--- config.mk ---
export PLATFORM = sky130hd
export DESIGN_NAME = pdtmc_top
export DESIGN_NICKNAME = d
export VERILOG_FILES = /design/src/pdtmc_pkg.sv /design/src/pdtmc_top.sv /design/src/pdtmc_port_timer.sv
export SDC_FILE = /design/constraint.sdc
export NUM_CORES = 2
export LEC_CHECK = 0
export ABC_CLOCK_PERIOD_IN_PS = 16100
export BUFFER_PORTS_ARGS = -buffer_cell sky130_fd_sc_hd__buf_2
export CORE_MARGIN = 3
export CORE_UTILIZATION = 44
export CTS_CLUSTER_DIAMETER = 150
export DETAILED_ROUTE_END_ITERATION = 16
export PLACE_DENSITY = 0.7
export SYNTH_ARGS = -nofsm -noshare
export SYNTH_HDL_FRONTEND = slang
export SYNTH_HIERARCHICAL = 1
export SYNTH_SLANG_ARGS = --single-unit
--- constraint.sdc ---
create_clock -name I_MCLK -period 16.1 [get_ports I_MCLK]
set_input_delay 3.22 -clock I_MCLK [delete_from_list [all_inputs] [get_ports I_MCLK]]
set_output_delay 3.22 -clock I_MCLK [all_outputs]
set_load 0.01 [all_outputs]
--- src/pdtmc_pkg.sv ---
// package of constants and types for the port disconnect timer and general configuration block
// assumes a 200 MHz core clock and a byte-wide command port decoded by the host bus front end
`default_nettype none
package pdtmc_pkg;

  localparam int unsigned NUM_PORTS   = 8;
  localparam int unsigned DET_RES_W   = 4;
  localparam int unsigned CLS_RES_W   = 3;
  localparam int unsigned CNT_W       = 28;
  localparam int unsigned CLR_W       = 22;

  // ****************************************************************
  // command codes
  // ****************************************************************
  localparam logic [7:0] CMD_TIMING_CFG  = 8'h16;
  localparam logic [7:0] CMD_GENERAL_CFG = 8'h17;

  // ****************************************************************
  // field positions and reset values
  // ****************************************************************
  localparam int unsigned FLD_DISC_SEL_LSB = 0;
  localparam int unsigned FLD_OVC_SEL_LSB  = 2;
  localparam logic [7:0]  GCFG_RESET       = 8'h80;
  localparam logic [3:0]  TCFG_RESET       = 4'h0;

  // ****************************************************************
  // timing
  // ****************************************************************
  localparam int unsigned CLK_KHZ          = 200000;
  localparam int unsigned T_DISC_SEL00_MS  = 360;
  localparam int unsigned T_DISC_SEL01_MS  = 90;
  localparam int unsigned T_DISC_SEL10_MS  = 180;
  localparam int unsigned T_DISC_SEL11_MS  = 720;
  localparam int unsigned T_CLEAR_MS       = 15;
  localparam int unsigned CYC_DISC_SEL00   = T_DISC_SEL00_MS * CLK_KHZ;
  localparam int unsigned CYC_DISC_SEL01   = T_DISC_SEL01_MS * CLK_KHZ;
  localparam int unsigned CYC_DISC_SEL10   = T_DISC_SEL10_MS * CLK_KHZ;
  localparam int unsigned CYC_DISC_SEL11   = T_DISC_SEL11_MS * CLK_KHZ;
  localparam int unsigned CYC_CLEAR        = T_CLEAR_MS * CLK_KHZ;

  localparam logic [1:0] DISC_SEL_360 = 2'h0;
  localparam logic [1:0] DISC_SEL_90  = 2'h1;
  localparam logic [1:0] DISC_SEL_180 = 2'h2;
  localparam logic [1:0] DISC_SEL_720 = 2'h3;

  // general configuration byte, bit 7 down to bit 0
  typedef struct packed {
    logic       irq_pin_master_enable;
    logic       rsv6;
    logic       access_width_sel;
    logic       multi_level_priority_sel;
    logic       class_change_only;
    logic       detect_change_only;
    logic [1:0] rsv10;
  } pdtmc_gcfg_t;

  // command port request
  typedef struct packed {
    logic       wr;
    logic       rd;
    logic [7:0] code;
    logic [7:0] data;
  } pdtmc_cmd_t;

endpackage
`default_nettype wire

--- src/pdtmc_top.sv ---
// port disconnect timers, general configuration register and event gating
// assumes the bus front end hands over decoded command codes as one-cycle strobes
//
// Function
// RQ1: with disconnect detection enabled, power a port off after the disconnect timeout.
// RQ2: clear the disconnect counter after 15 ms of continuous current above threshold.
// RQ3: the disconnect counter saturates at zero, never counting below.
// RQ4: timeout select 00=360 ms, 01=90 ms, 10=180 ms, 11=720 ms.
// RQ5: general configuration is command 17h, one byte, readable and writable.
// RQ6: master enable low keeps the interrupt pin inactive; events untouched.
// RQ7: access width 1 gives 16-bit single address; 0 gives two 8-bit devices.
// RQ8: class change only raises the class flag just when the class differs.
// RQ9: detect change only raises the detect flag just when detection differs.
// RQ10: count while a powered port is below threshold; reaching timeout turns it off.
`timescale 1ns/1ps
`default_nettype none
module pdtmc_top #(
  parameter logic [pdtmc_pkg::CNT_W-1:0] P_DISC_CYC_00 = pdtmc_pkg::CNT_W'(pdtmc_pkg::CYC_DISC_SEL00),
  parameter logic [pdtmc_pkg::CNT_W-1:0] P_DISC_CYC_01 = pdtmc_pkg::CNT_W'(pdtmc_pkg::CYC_DISC_SEL01),
  parameter logic [pdtmc_pkg::CNT_W-1:0] P_DISC_CYC_10 = pdtmc_pkg::CNT_W'(pdtmc_pkg::CYC_DISC_SEL10),
  parameter logic [pdtmc_pkg::CNT_W-1:0] P_DISC_CYC_11 = pdtmc_pkg::CNT_W'(pdtmc_pkg::CYC_DISC_SEL11),
  parameter logic [pdtmc_pkg::CLR_W-1:0] P_CLEAR_CYC   = pdtmc_pkg::CLR_W'(pdtmc_pkg::CYC_CLEAR)
) (
  // clock and reset
  input  wire logic                                   I_MCLK,
  input  wire logic                                   I_RST_N,
  // command port
  input  wire pdtmc_pkg::pdtmc_cmd_t                  I_CMD,
  output logic [7:0]                                  O_RD_DATA,
  output logic                                        O_RD_VALID,
  // port power state
  input  wire logic [pdtmc_pkg::NUM_PORTS-1:0]        I_DISC_EN,
  input  wire logic [pdtmc_pkg::NUM_PORTS-1:0]        I_PORT_ON,
  input  wire logic [pdtmc_pkg::NUM_PORTS-1:0]        I_BELOW_DISC,
  output logic      [pdtmc_pkg::NUM_PORTS-1:0]        O_PORT_OFF_REQ,
  // detection and classification results
  input  wire logic [pdtmc_pkg::NUM_PORTS-1:0]        I_DET_DONE,
  input  wire logic [pdtmc_pkg::NUM_PORTS*pdtmc_pkg::DET_RES_W-1:0] I_DET_RESULT,
  input  wire logic [pdtmc_pkg::NUM_PORTS-1:0]        I_CLS_DONE,
  input  wire logic [pdtmc_pkg::NUM_PORTS*pdtmc_pkg::CLS_RES_W-1:0] I_CLS_RESULT,
  output logic      [pdtmc_pkg::NUM_PORTS-1:0]        O_DETECT_EVENT_FLAG,
  output logic      [pdtmc_pkg::NUM_PORTS-1:0]        O_CLASS_EVENT_FLAG,
  // interrupt
  input  wire logic                                   I_IRQ_PENDING,
  output logic                                        O_INT_N,
  // configuration outputs
  output logic                                        O_ACCESS_WIDE,
  output logic                                        O_MULTI_LEVEL_PRIO,
  output logic [1:0]                                  O_OVERCURRENT_TIMEOUT_SEL
);
  import pdtmc_pkg::*;

  pdtmc_gcfg_t      gcfg_r;
  logic [3:0]       tcfg_r;
  logic [1:0]       disconnect_timeout_sel;
  logic [CNT_W-1:0] disc_limit;
  logic [7:0]       rd_nxt;

  assign disconnect_timeout_sel = tcfg_r[FLD_DISC_SEL_LSB +: 2];

  // ****************************************************************
  // configuration registers
  // ****************************************************************
  always_ff @(posedge I_MCLK) begin
    if (!I_RST_N) begin
      gcfg_r <= pdtmc_gcfg_t'(GCFG_RESET);
    end else if (I_CMD.wr && I_CMD.code == CMD_GENERAL_CFG) begin
      gcfg_r <= pdtmc_gcfg_t'(I_CMD.data); // [RQ5]
    end
  end

  always_ff @(posedge I_MCLK) begin
    if (!I_RST_N) begin
      tcfg_r <= TCFG_RESET;
    end else if (I_CMD.wr && I_CMD.code == CMD_TIMING_CFG) begin
      tcfg_r <= I_CMD.data[3:0];
    end
  end

  // ****************************************************************
  // read path
  // ****************************************************************
  always_comb begin
    rd_nxt = 8'h00;
    if (I_CMD.code == CMD_GENERAL_CFG) begin
      rd_nxt = gcfg_r; // [RQ5]
    end else if (I_CMD.code == CMD_TIMING_CFG) begin
      rd_nxt = {4'h0, tcfg_r};
    end
  end

  always_ff @(posedge I_MCLK) begin
    if (!I_RST_N) begin
      O_RD_DATA  <= 8'h00;
      O_RD_VALID <= 1'b0;
    end else begin
      O_RD_VALID <= I_CMD.rd;
      O_RD_DATA  <= I_CMD.rd ? rd_nxt : 8'h00;
    end
  end

  // ****************************************************************
  // interrupt pin and configuration outputs
  // ****************************************************************
  always_ff @(posedge I_MCLK) begin
    if (!I_RST_N) begin
      O_INT_N                   <= 1'b1;
      O_ACCESS_WIDE             <= 1'b0;
      O_MULTI_LEVEL_PRIO        <= 1'b0;
      O_OVERCURRENT_TIMEOUT_SEL <= 2'h0;
    end else begin
      O_INT_N                   <= !(I_IRQ_PENDING && gcfg_r.irq_pin_master_enable); // [RQ6]
      O_ACCESS_WIDE             <= gcfg_r.access_width_sel; // [RQ7]
      O_MULTI_LEVEL_PRIO        <= gcfg_r.multi_level_priority_sel;
      O_OVERCURRENT_TIMEOUT_SEL <= tcfg_r[FLD_OVC_SEL_LSB +: 2];
    end
  end

  // ****************************************************************
  // disconnect timeout selection
  // ****************************************************************
  always_comb begin
    unique case (disconnect_timeout_sel) // [RQ4]
      DISC_SEL_360: disc_limit = P_DISC_CYC_00;
      DISC_SEL_90:  disc_limit = P_DISC_CYC_01;
      DISC_SEL_180: disc_limit = P_DISC_CYC_10;
      DISC_SEL_720: disc_limit = P_DISC_CYC_11;
    endcase
  end

  // ****************************************************************
  // per-port timers and event gating
  // ****************************************************************
  genvar gi;
  generate
    for (gi = 0; gi < NUM_PORTS; gi++) begin : g_port
      logic [DET_RES_W-1:0] det_prev_r;
      logic [CLS_RES_W-1:0] cls_prev_r;
      logic [DET_RES_W-1:0] det_res;
      logic [CLS_RES_W-1:0] cls_res;

      assign det_res = I_DET_RESULT[gi*DET_RES_W +: DET_RES_W];
      assign cls_res = I_CLS_RESULT[gi*CLS_RES_W +: CLS_RES_W];

      pdtmc_port_timer u_timer (
        .i_mclk      (I_MCLK),
        .i_rst_n     (I_RST_N),
        .i_disc_en   (I_DISC_EN[gi]),
        .i_powered   (I_PORT_ON[gi]),
        .i_below     (I_BELOW_DISC[gi]),
        .i_limit     (disc_limit),
        .i_clear_cyc (P_CLEAR_CYC),
        .o_off_req   (O_PORT_OFF_REQ[gi])
      );

      always_ff @(posedge I_MCLK) begin
        if (!I_RST_N) begin
          det_prev_r             <= '0;
          O_DETECT_EVENT_FLAG[gi] <= 1'b0;
        end else begin
          O_DETECT_EVENT_FLAG[gi] <= I_DET_DONE[gi] &&
                                     (!gcfg_r.detect_change_only || det_res != det_prev_r); // [RQ9]
          if (I_DET_DONE[gi]) begin
            det_prev_r <= det_res;
          end
        end
      end

      always_ff @(posedge I_MCLK) begin
        if (!I_RST_N) begin
          cls_prev_r            <= '0;
          O_CLASS_EVENT_FLAG[gi] <= 1'b0;
        end else begin
          O_CLASS_EVENT_FLAG[gi] <= I_CLS_DONE[gi] &&
                                    (!gcfg_r.class_change_only || cls_res != cls_prev_r); // [RQ8]
          if (I_CLS_DONE[gi]) begin
            cls_prev_r <= cls_res;
          end
        end
      end

      det_same_a: assert property (@(posedge I_MCLK) disable iff (!I_RST_N) // [RQ9]
        (I_DET_DONE[gi] && gcfg_r.detect_change_only && det_res == det_prev_r) |=> !O_DETECT_EVENT_FLAG[gi])
        else $error("detect flag raised without a change");

      cls_every_a: assert property (@(posedge I_MCLK) disable iff (!I_RST_N) // [RQ8]
        (I_CLS_DONE[gi] && !gcfg_r.class_change_only) |=> O_CLASS_EVENT_FLAG[gi])
        else $error("class flag missing after a classification");

      det_every_a: assert property (@(posedge I_MCLK) disable iff (!I_RST_N) // [RQ9]
        (I_DET_DONE[gi] && !gcfg_r.detect_change_only) |=> O_DETECT_EVENT_FLAG[gi])
        else $error("detect flag missing after a detection");

      cls_same_a: assert property (@(posedge I_MCLK) disable iff (!I_RST_N) // [RQ8]
        (I_CLS_DONE[gi] && gcfg_r.class_change_only && cls_res == cls_prev_r) |=> !O_CLASS_EVENT_FLAG[gi])
        else $error("class flag raised without a change");

      port_idle_a: assert property (@(posedge I_MCLK) disable iff (!I_RST_N) // [RQ10]
        !(I_DISC_EN[gi] && I_PORT_ON[gi]) |=> !O_PORT_OFF_REQ[gi])
        else $error("off request from a port that is not counting");
    end
  endgenerate

  // ****************************************************************
  // checks
  // ****************************************************************
  irq_gate_a: assert property (@(posedge I_MCLK) disable iff (!I_RST_N) // [RQ6]
    !gcfg_r.irq_pin_master_enable |=> O_INT_N)
    else $error("interrupt pin active with master enable low");

  irq_follow_a: assert property (@(posedge I_MCLK) disable iff (!I_RST_N) // [RQ6]
    (gcfg_r.irq_pin_master_enable && I_IRQ_PENDING) |=> !O_INT_N)
    else $error("interrupt pin not driven with master enable high");

  rd_answer_a: assert property (@(posedge I_MCLK) disable iff (!I_RST_N) // [RQ5]
    I_CMD.rd |=> O_RD_VALID)
    else $error("read strobe not answered in the next cycle");

  cfg_rw_a: assert property (@(posedge I_MCLK) disable iff (!I_RST_N) // [RQ5]
    (I_CMD.wr && !I_CMD.rd && I_CMD.code == CMD_GENERAL_CFG) ##1 !I_CMD.wr ##1
    (I_CMD.rd && !I_CMD.wr && I_CMD.code == CMD_GENERAL_CFG) |=> O_RD_VALID && O_RD_DATA == $past(I_CMD.data, 3))
    else $error("general configuration read back differs from write");

  access_width_a: assert property (@(posedge I_MCLK) disable iff (!I_RST_N) // [RQ7]
    (I_CMD.wr && I_CMD.code == CMD_GENERAL_CFG) |=> ##1 O_ACCESS_WIDE == $past(I_CMD.data[5], 2))
    else $error("access width output does not follow the configuration");

  limit_select_a: assert property (@(posedge I_MCLK) disable iff (!I_RST_N) // [RQ4]
    (I_CMD.wr && I_CMD.code == CMD_TIMING_CFG && I_CMD.data[FLD_DISC_SEL_LSB +: 2] == DISC_SEL_90)
    |=> disc_limit == P_DISC_CYC_01)
    else $error("wrong disconnect timeout for select 01");

endmodule
`default_nettype wire

--- src/pdtmc_port_timer.sv ---
// one port's disconnect timer: counts low-current time, saturating at zero
// assumes the limit and clear window are stable cycle counts from the top
`timescale 1ns/1ps
`default_nettype none
module pdtmc_port_timer (
  // clock and reset
  input  wire logic                      i_mclk,
  input  wire logic                      i_rst_n,
  // port state
  input  wire logic                      i_disc_en,
  input  wire logic                      i_powered,
  input  wire logic                      i_below,
  // timing
  input  wire logic [pdtmc_pkg::CNT_W-1:0] i_limit,
  input  wire logic [pdtmc_pkg::CLR_W-1:0] i_clear_cyc,
  // result
  output logic                           o_off_req
);
  import pdtmc_pkg::*;

  logic [CNT_W-1:0] cnt_r;
  logic [CLR_W-1:0] above_r;
  logic             active;
  logic             clear_hit;

  assign active    = i_disc_en && i_powered;
  assign clear_hit = active && !i_below && (above_r == i_clear_cyc - 1'b1);

  // ****************************************************************
  // continuous above-threshold window
  // ****************************************************************
  always_ff @(posedge i_mclk) begin
    if (!i_rst_n || !active || i_below || clear_hit) begin
      above_r <= '0;
    end else begin
      above_r <= above_r + 1'b1;
    end
  end

  // ****************************************************************
  // disconnect counter
  // ****************************************************************
  always_ff @(posedge i_mclk) begin
    if (!i_rst_n || !active) begin
      cnt_r     <= '0;
      o_off_req <= 1'b0;
    end else if (i_below) begin
      if (cnt_r >= i_limit - 1'b1) begin // [RQ1] [RQ10]
        cnt_r     <= '0;
        o_off_req <= 1'b1;
      end else begin
        cnt_r     <= cnt_r + 1'b1; // [RQ10]
        o_off_req <= 1'b0;
      end
    end else begin
      o_off_req <= 1'b0;
      if (clear_hit) begin
        cnt_r <= '0; // [RQ2]
      end else if (cnt_r != '0) begin
        cnt_r <= cnt_r - 1'b1; // [RQ3]
      end
    end
  end

  no_wrap_a: assert property (@(posedge i_mclk) disable iff (!i_rst_n) // [RQ3]
    ($past(cnt_r) == '0 && !$past(i_below)) |-> cnt_r == '0)
    else $error("disconnect counter went below zero");

  off_cause_a: assert property (@(posedge i_mclk) disable iff (!i_rst_n) // [RQ1]
    o_off_req |-> $past(active) && $past(i_below) && $past(cnt_r) >= $past(i_limit) - 1'b1)
    else $error("port off request without a full disconnect time");

  clear_window_a: assert property (@(posedge i_mclk) disable iff (!i_rst_n) // [RQ2]
    clear_hit |=> cnt_r == '0)
    else $error("counter not cleared after the above-threshold window");

endmodule
`default_nettype wire

==> impl_metrics.toml <==
[logic_synthesis]
synth_edf_count = 0
synth_top_area_share_pct = 23.81
synth_cell_types = 95
syn_area_per_cell_um2 = 7.934
async_flop_share_pct = 0
synthTopCellsByArea = "dfxtp_1, xnor2_1, ha_1"
ys.flop_type = "dfxtp_1"
synth_seq_cells = 506
syn_inst = 5363
yosys.area.top_type = "dfxtp_1"
mappedNetlistArea_um2 = 42550
synth-seq-area-share_pct = 23.81
yosysWarnings = 6

[sta]
setup_viol = 0
slew_headroom_pct = 20.30
tightestPinTransition_ns = 1.195
setup_tns_ns = 0
rsz0062_at_grt = "no"
fin_skew_ns = 0.02047
finalHoldViolCount = 0
slew_viol_final = 0
finalCriticalPeriod_ns = 6.329
fin_crit_sh_pct = 39.31
max_freq_mhz = 158.0

[cts]
worstSkewPairLatency_ns = 0.63
clkSlewWorstSetupHoldPaths_ns = 0.07
htreeDepth = 2
post-cts-setup-buffers = 0
ctsHoldBuffers = 0
cts_resized = 0
tritoncts = "done"
clockRootBuffer = "clkbuf_16"
numCtsBuffers = 59
ctsLongestPathBuffers = 3
clock-sinks = 506

[place]
dpl.hpwl_um = 74940
port-buffer-count = 154
post_dp_cell_area_um2 = 47320
place_congestion = 0.8615

[global_route]
grt_start_max_net_pins = 83
antenna_found_initial = 2
track_usage_pct = 20.09
grt_pass1_vias = 36520
grt_pass1_wl_um = 174700
grt_overflow = 0

[floorplan]
coreArea_um2 = 95440
start_util_pct = 44.58
boundaryPins = 155
fp.dieH_um = 317.0
die_w_um = 317.0
die_area_um2 = 100500
num_rows = 113

[min_path]
hp-class = "reg2reg"

[setup_path]
end_kind = "flop"
cp.arrival_ns = 6.86
cp_common_cell = "a21oi_1"
cp.required_ns = 16.63
crit_slowest_cell = "and2_1"
cp_slowest_stage_delay_ns = 0.97
critPathLaunchType = "flop"
crit_chain = "clkinv_2 > nor2_4 > buf_4 > nor4_1 > nand2_1 > or4_1 > xor2_1 > ha_1 > a21oi_1 > o21ai_0 > a2111oi_0 > o211ai_1 > a21oi_1 > and2_1 > a41oi_1 > o21a_1 > a211oi_2"
critical_path_class = "reg2reg"
path_max_fanout = 61

[route]
via_count = 39950
wl_um = 103800
wire_per_inst_um = 13.75
drt_iter0_markers = 2340
vias_per_cell = 5.291
first_pass_iters = 5
route.detailed.drc = 0
drtAntennaViolNets = 0

[finish]
multi_input_area_um2 = 34160
fin_area_um2 = 49550
layout_common_cells = "conb_1, nor2_1, dfxtp_1"
drive_above_1_share_pct = 8.227
mostFrequentLayoutCell = "conb_1"
area_growth_pct = 16.46
register_area_um2 = 10130
layout.nets = 6623
fillers = 9138

[pwr]
irDropWorstVdd_mv = 0.1021
p_leak_nw = 20.25
power_density_nw_per_um2 = 75.44

[outcome]
status = "completed"

[job]
maxCapViolCount = 0
## state kept, by name (all words and copies together) (netlist names), 24 cells and up
signal                  flops
g_port.u_timer/cnt_r      224
g_port.u_timer/above_r    176
g_port.cls_prev_r          24
g_port.det_prev_r          32
## power breakdown
part / total (W) / internal, W / switching (W)
clock: 0.00154 / 0.000949 / 0.000593
sequential: 0.00135 / 0.00129 / 0.0000621
combinational: 0.000845 / 0.000346 / 0.000499
## metal layers
metal | track usage [%] | share of wire [%]
met1 | 27.02 | 46
met4 | 5.430 | 2.2
met2 | 33.34 | 46
met5 | 0 | 0
met3 | 3.174 | 5.4
## critical path: cells and delay by family, from the launching register on
family | cells | cell delay, ns
flops | 1 | 0.63
simple gates | 5 | 2.25
xor+xnor | 1 | 0.17
fa+ha+maj | 1 | 0.28
buf+inv | 2 | 1.02
compound gates | 8 | 1.82
## cell families after synthesis
| group | share of synthesized area, % |
|---|---|
| compound gates | 17.59 |
| xor+xnor | 15.03 |
| fa+ha+maj | 7.999 |
| buf+inv | 3.641 |
| flops | 23.81 |
| mux | 2.067 |
| other cells | 0.01765 |
| simple gates | 29.85 |
## through the flow
step	setup slack, ns	util, %	hold WS, ns	cells	power, W
final	9.771	51.92	0.4056	7551	0.003738
after global routing	9.151	51.92	0.4408	7549	0.003935
after CTS	9.811	51.92	0.4126	7549	0.003759
after detailed placement	9.707	49.58	0.3995	7438	0.002199
after global placement	9.793	49.58	0.3942	7438	0.002181
after floorplan	7.227	-	0.3763	6226	0.002039
## path summary, 6_finish.rpt
| check | start | endpoint | slack (ns) | cells after the start |
|---|---|---|---|---|
| setup reg to reg | tcfg_r[1]$_SDFFE_PN0P_ | g_port[0].u_timer/cnt_r[26]$_SDFFE_PP0P_ | 9.77 | 17 |
| hold reg to reg | gcfg_r[7]$_SDFFE_PN1P_ | O_INT_N$_SDFF_PN1_ | 0.41 | 1 |
| setup / recovery | tcfg_r[1]$_SDFFE_PN0P_ | g_port[0].u_timer/cnt_r[26]$_SDFFE_PP0P_ | 9.77 | 17 |
| hold / removal | gcfg_r[7]$_SDFFE_PN1P_ | O_INT_N$_SDFF_PN1_ | 0.41 | 1 |
## Yosys cell counts (19+ instances only)
master       n
or4_1       74
o22ai_1     22
nand3_1    212
o21ai_0    121
a41oi_1     20
o211ai_1    23
or3_1       87
a21o_1      47
o221a_2     47
xor2_1     303
ha_1       272
a2111oi_0   20
and3_1     128
nor4_1     127
nor2b_1    108
inv_1      132
and2_1      38
a22oi_1     92
a211o_1     22
a31oi_1     22
mux2i_1     80
dfxtp_1    506
nand4_1     93
a211oi_2    36
nor3_1     239
nand2_1    433
nand3b_1    39
a21oi_1    212
a221oi_1    69
buf_6       19
nor2_1     620
clkbuf_1   174
nand4b_1    25
nand2b_1    58
xnor2_1    427
nor3b_1     21
nor3_2      43
buf_2       28
## area by class of cell
cell class | count | area share, %
multi-input combinational | 5359 | 68.95
sequential | 506 | 20.45
clock buffer | 70 | 3.207
tap | 1265 | 3.194
timing repair buffer | 176 | 1.894
clock inverter | 41 | 1.293
inverter | 132 | 1.002
antenna | 2 | 0.01010
Note: power is estimated with default switching activity, not from simulation.
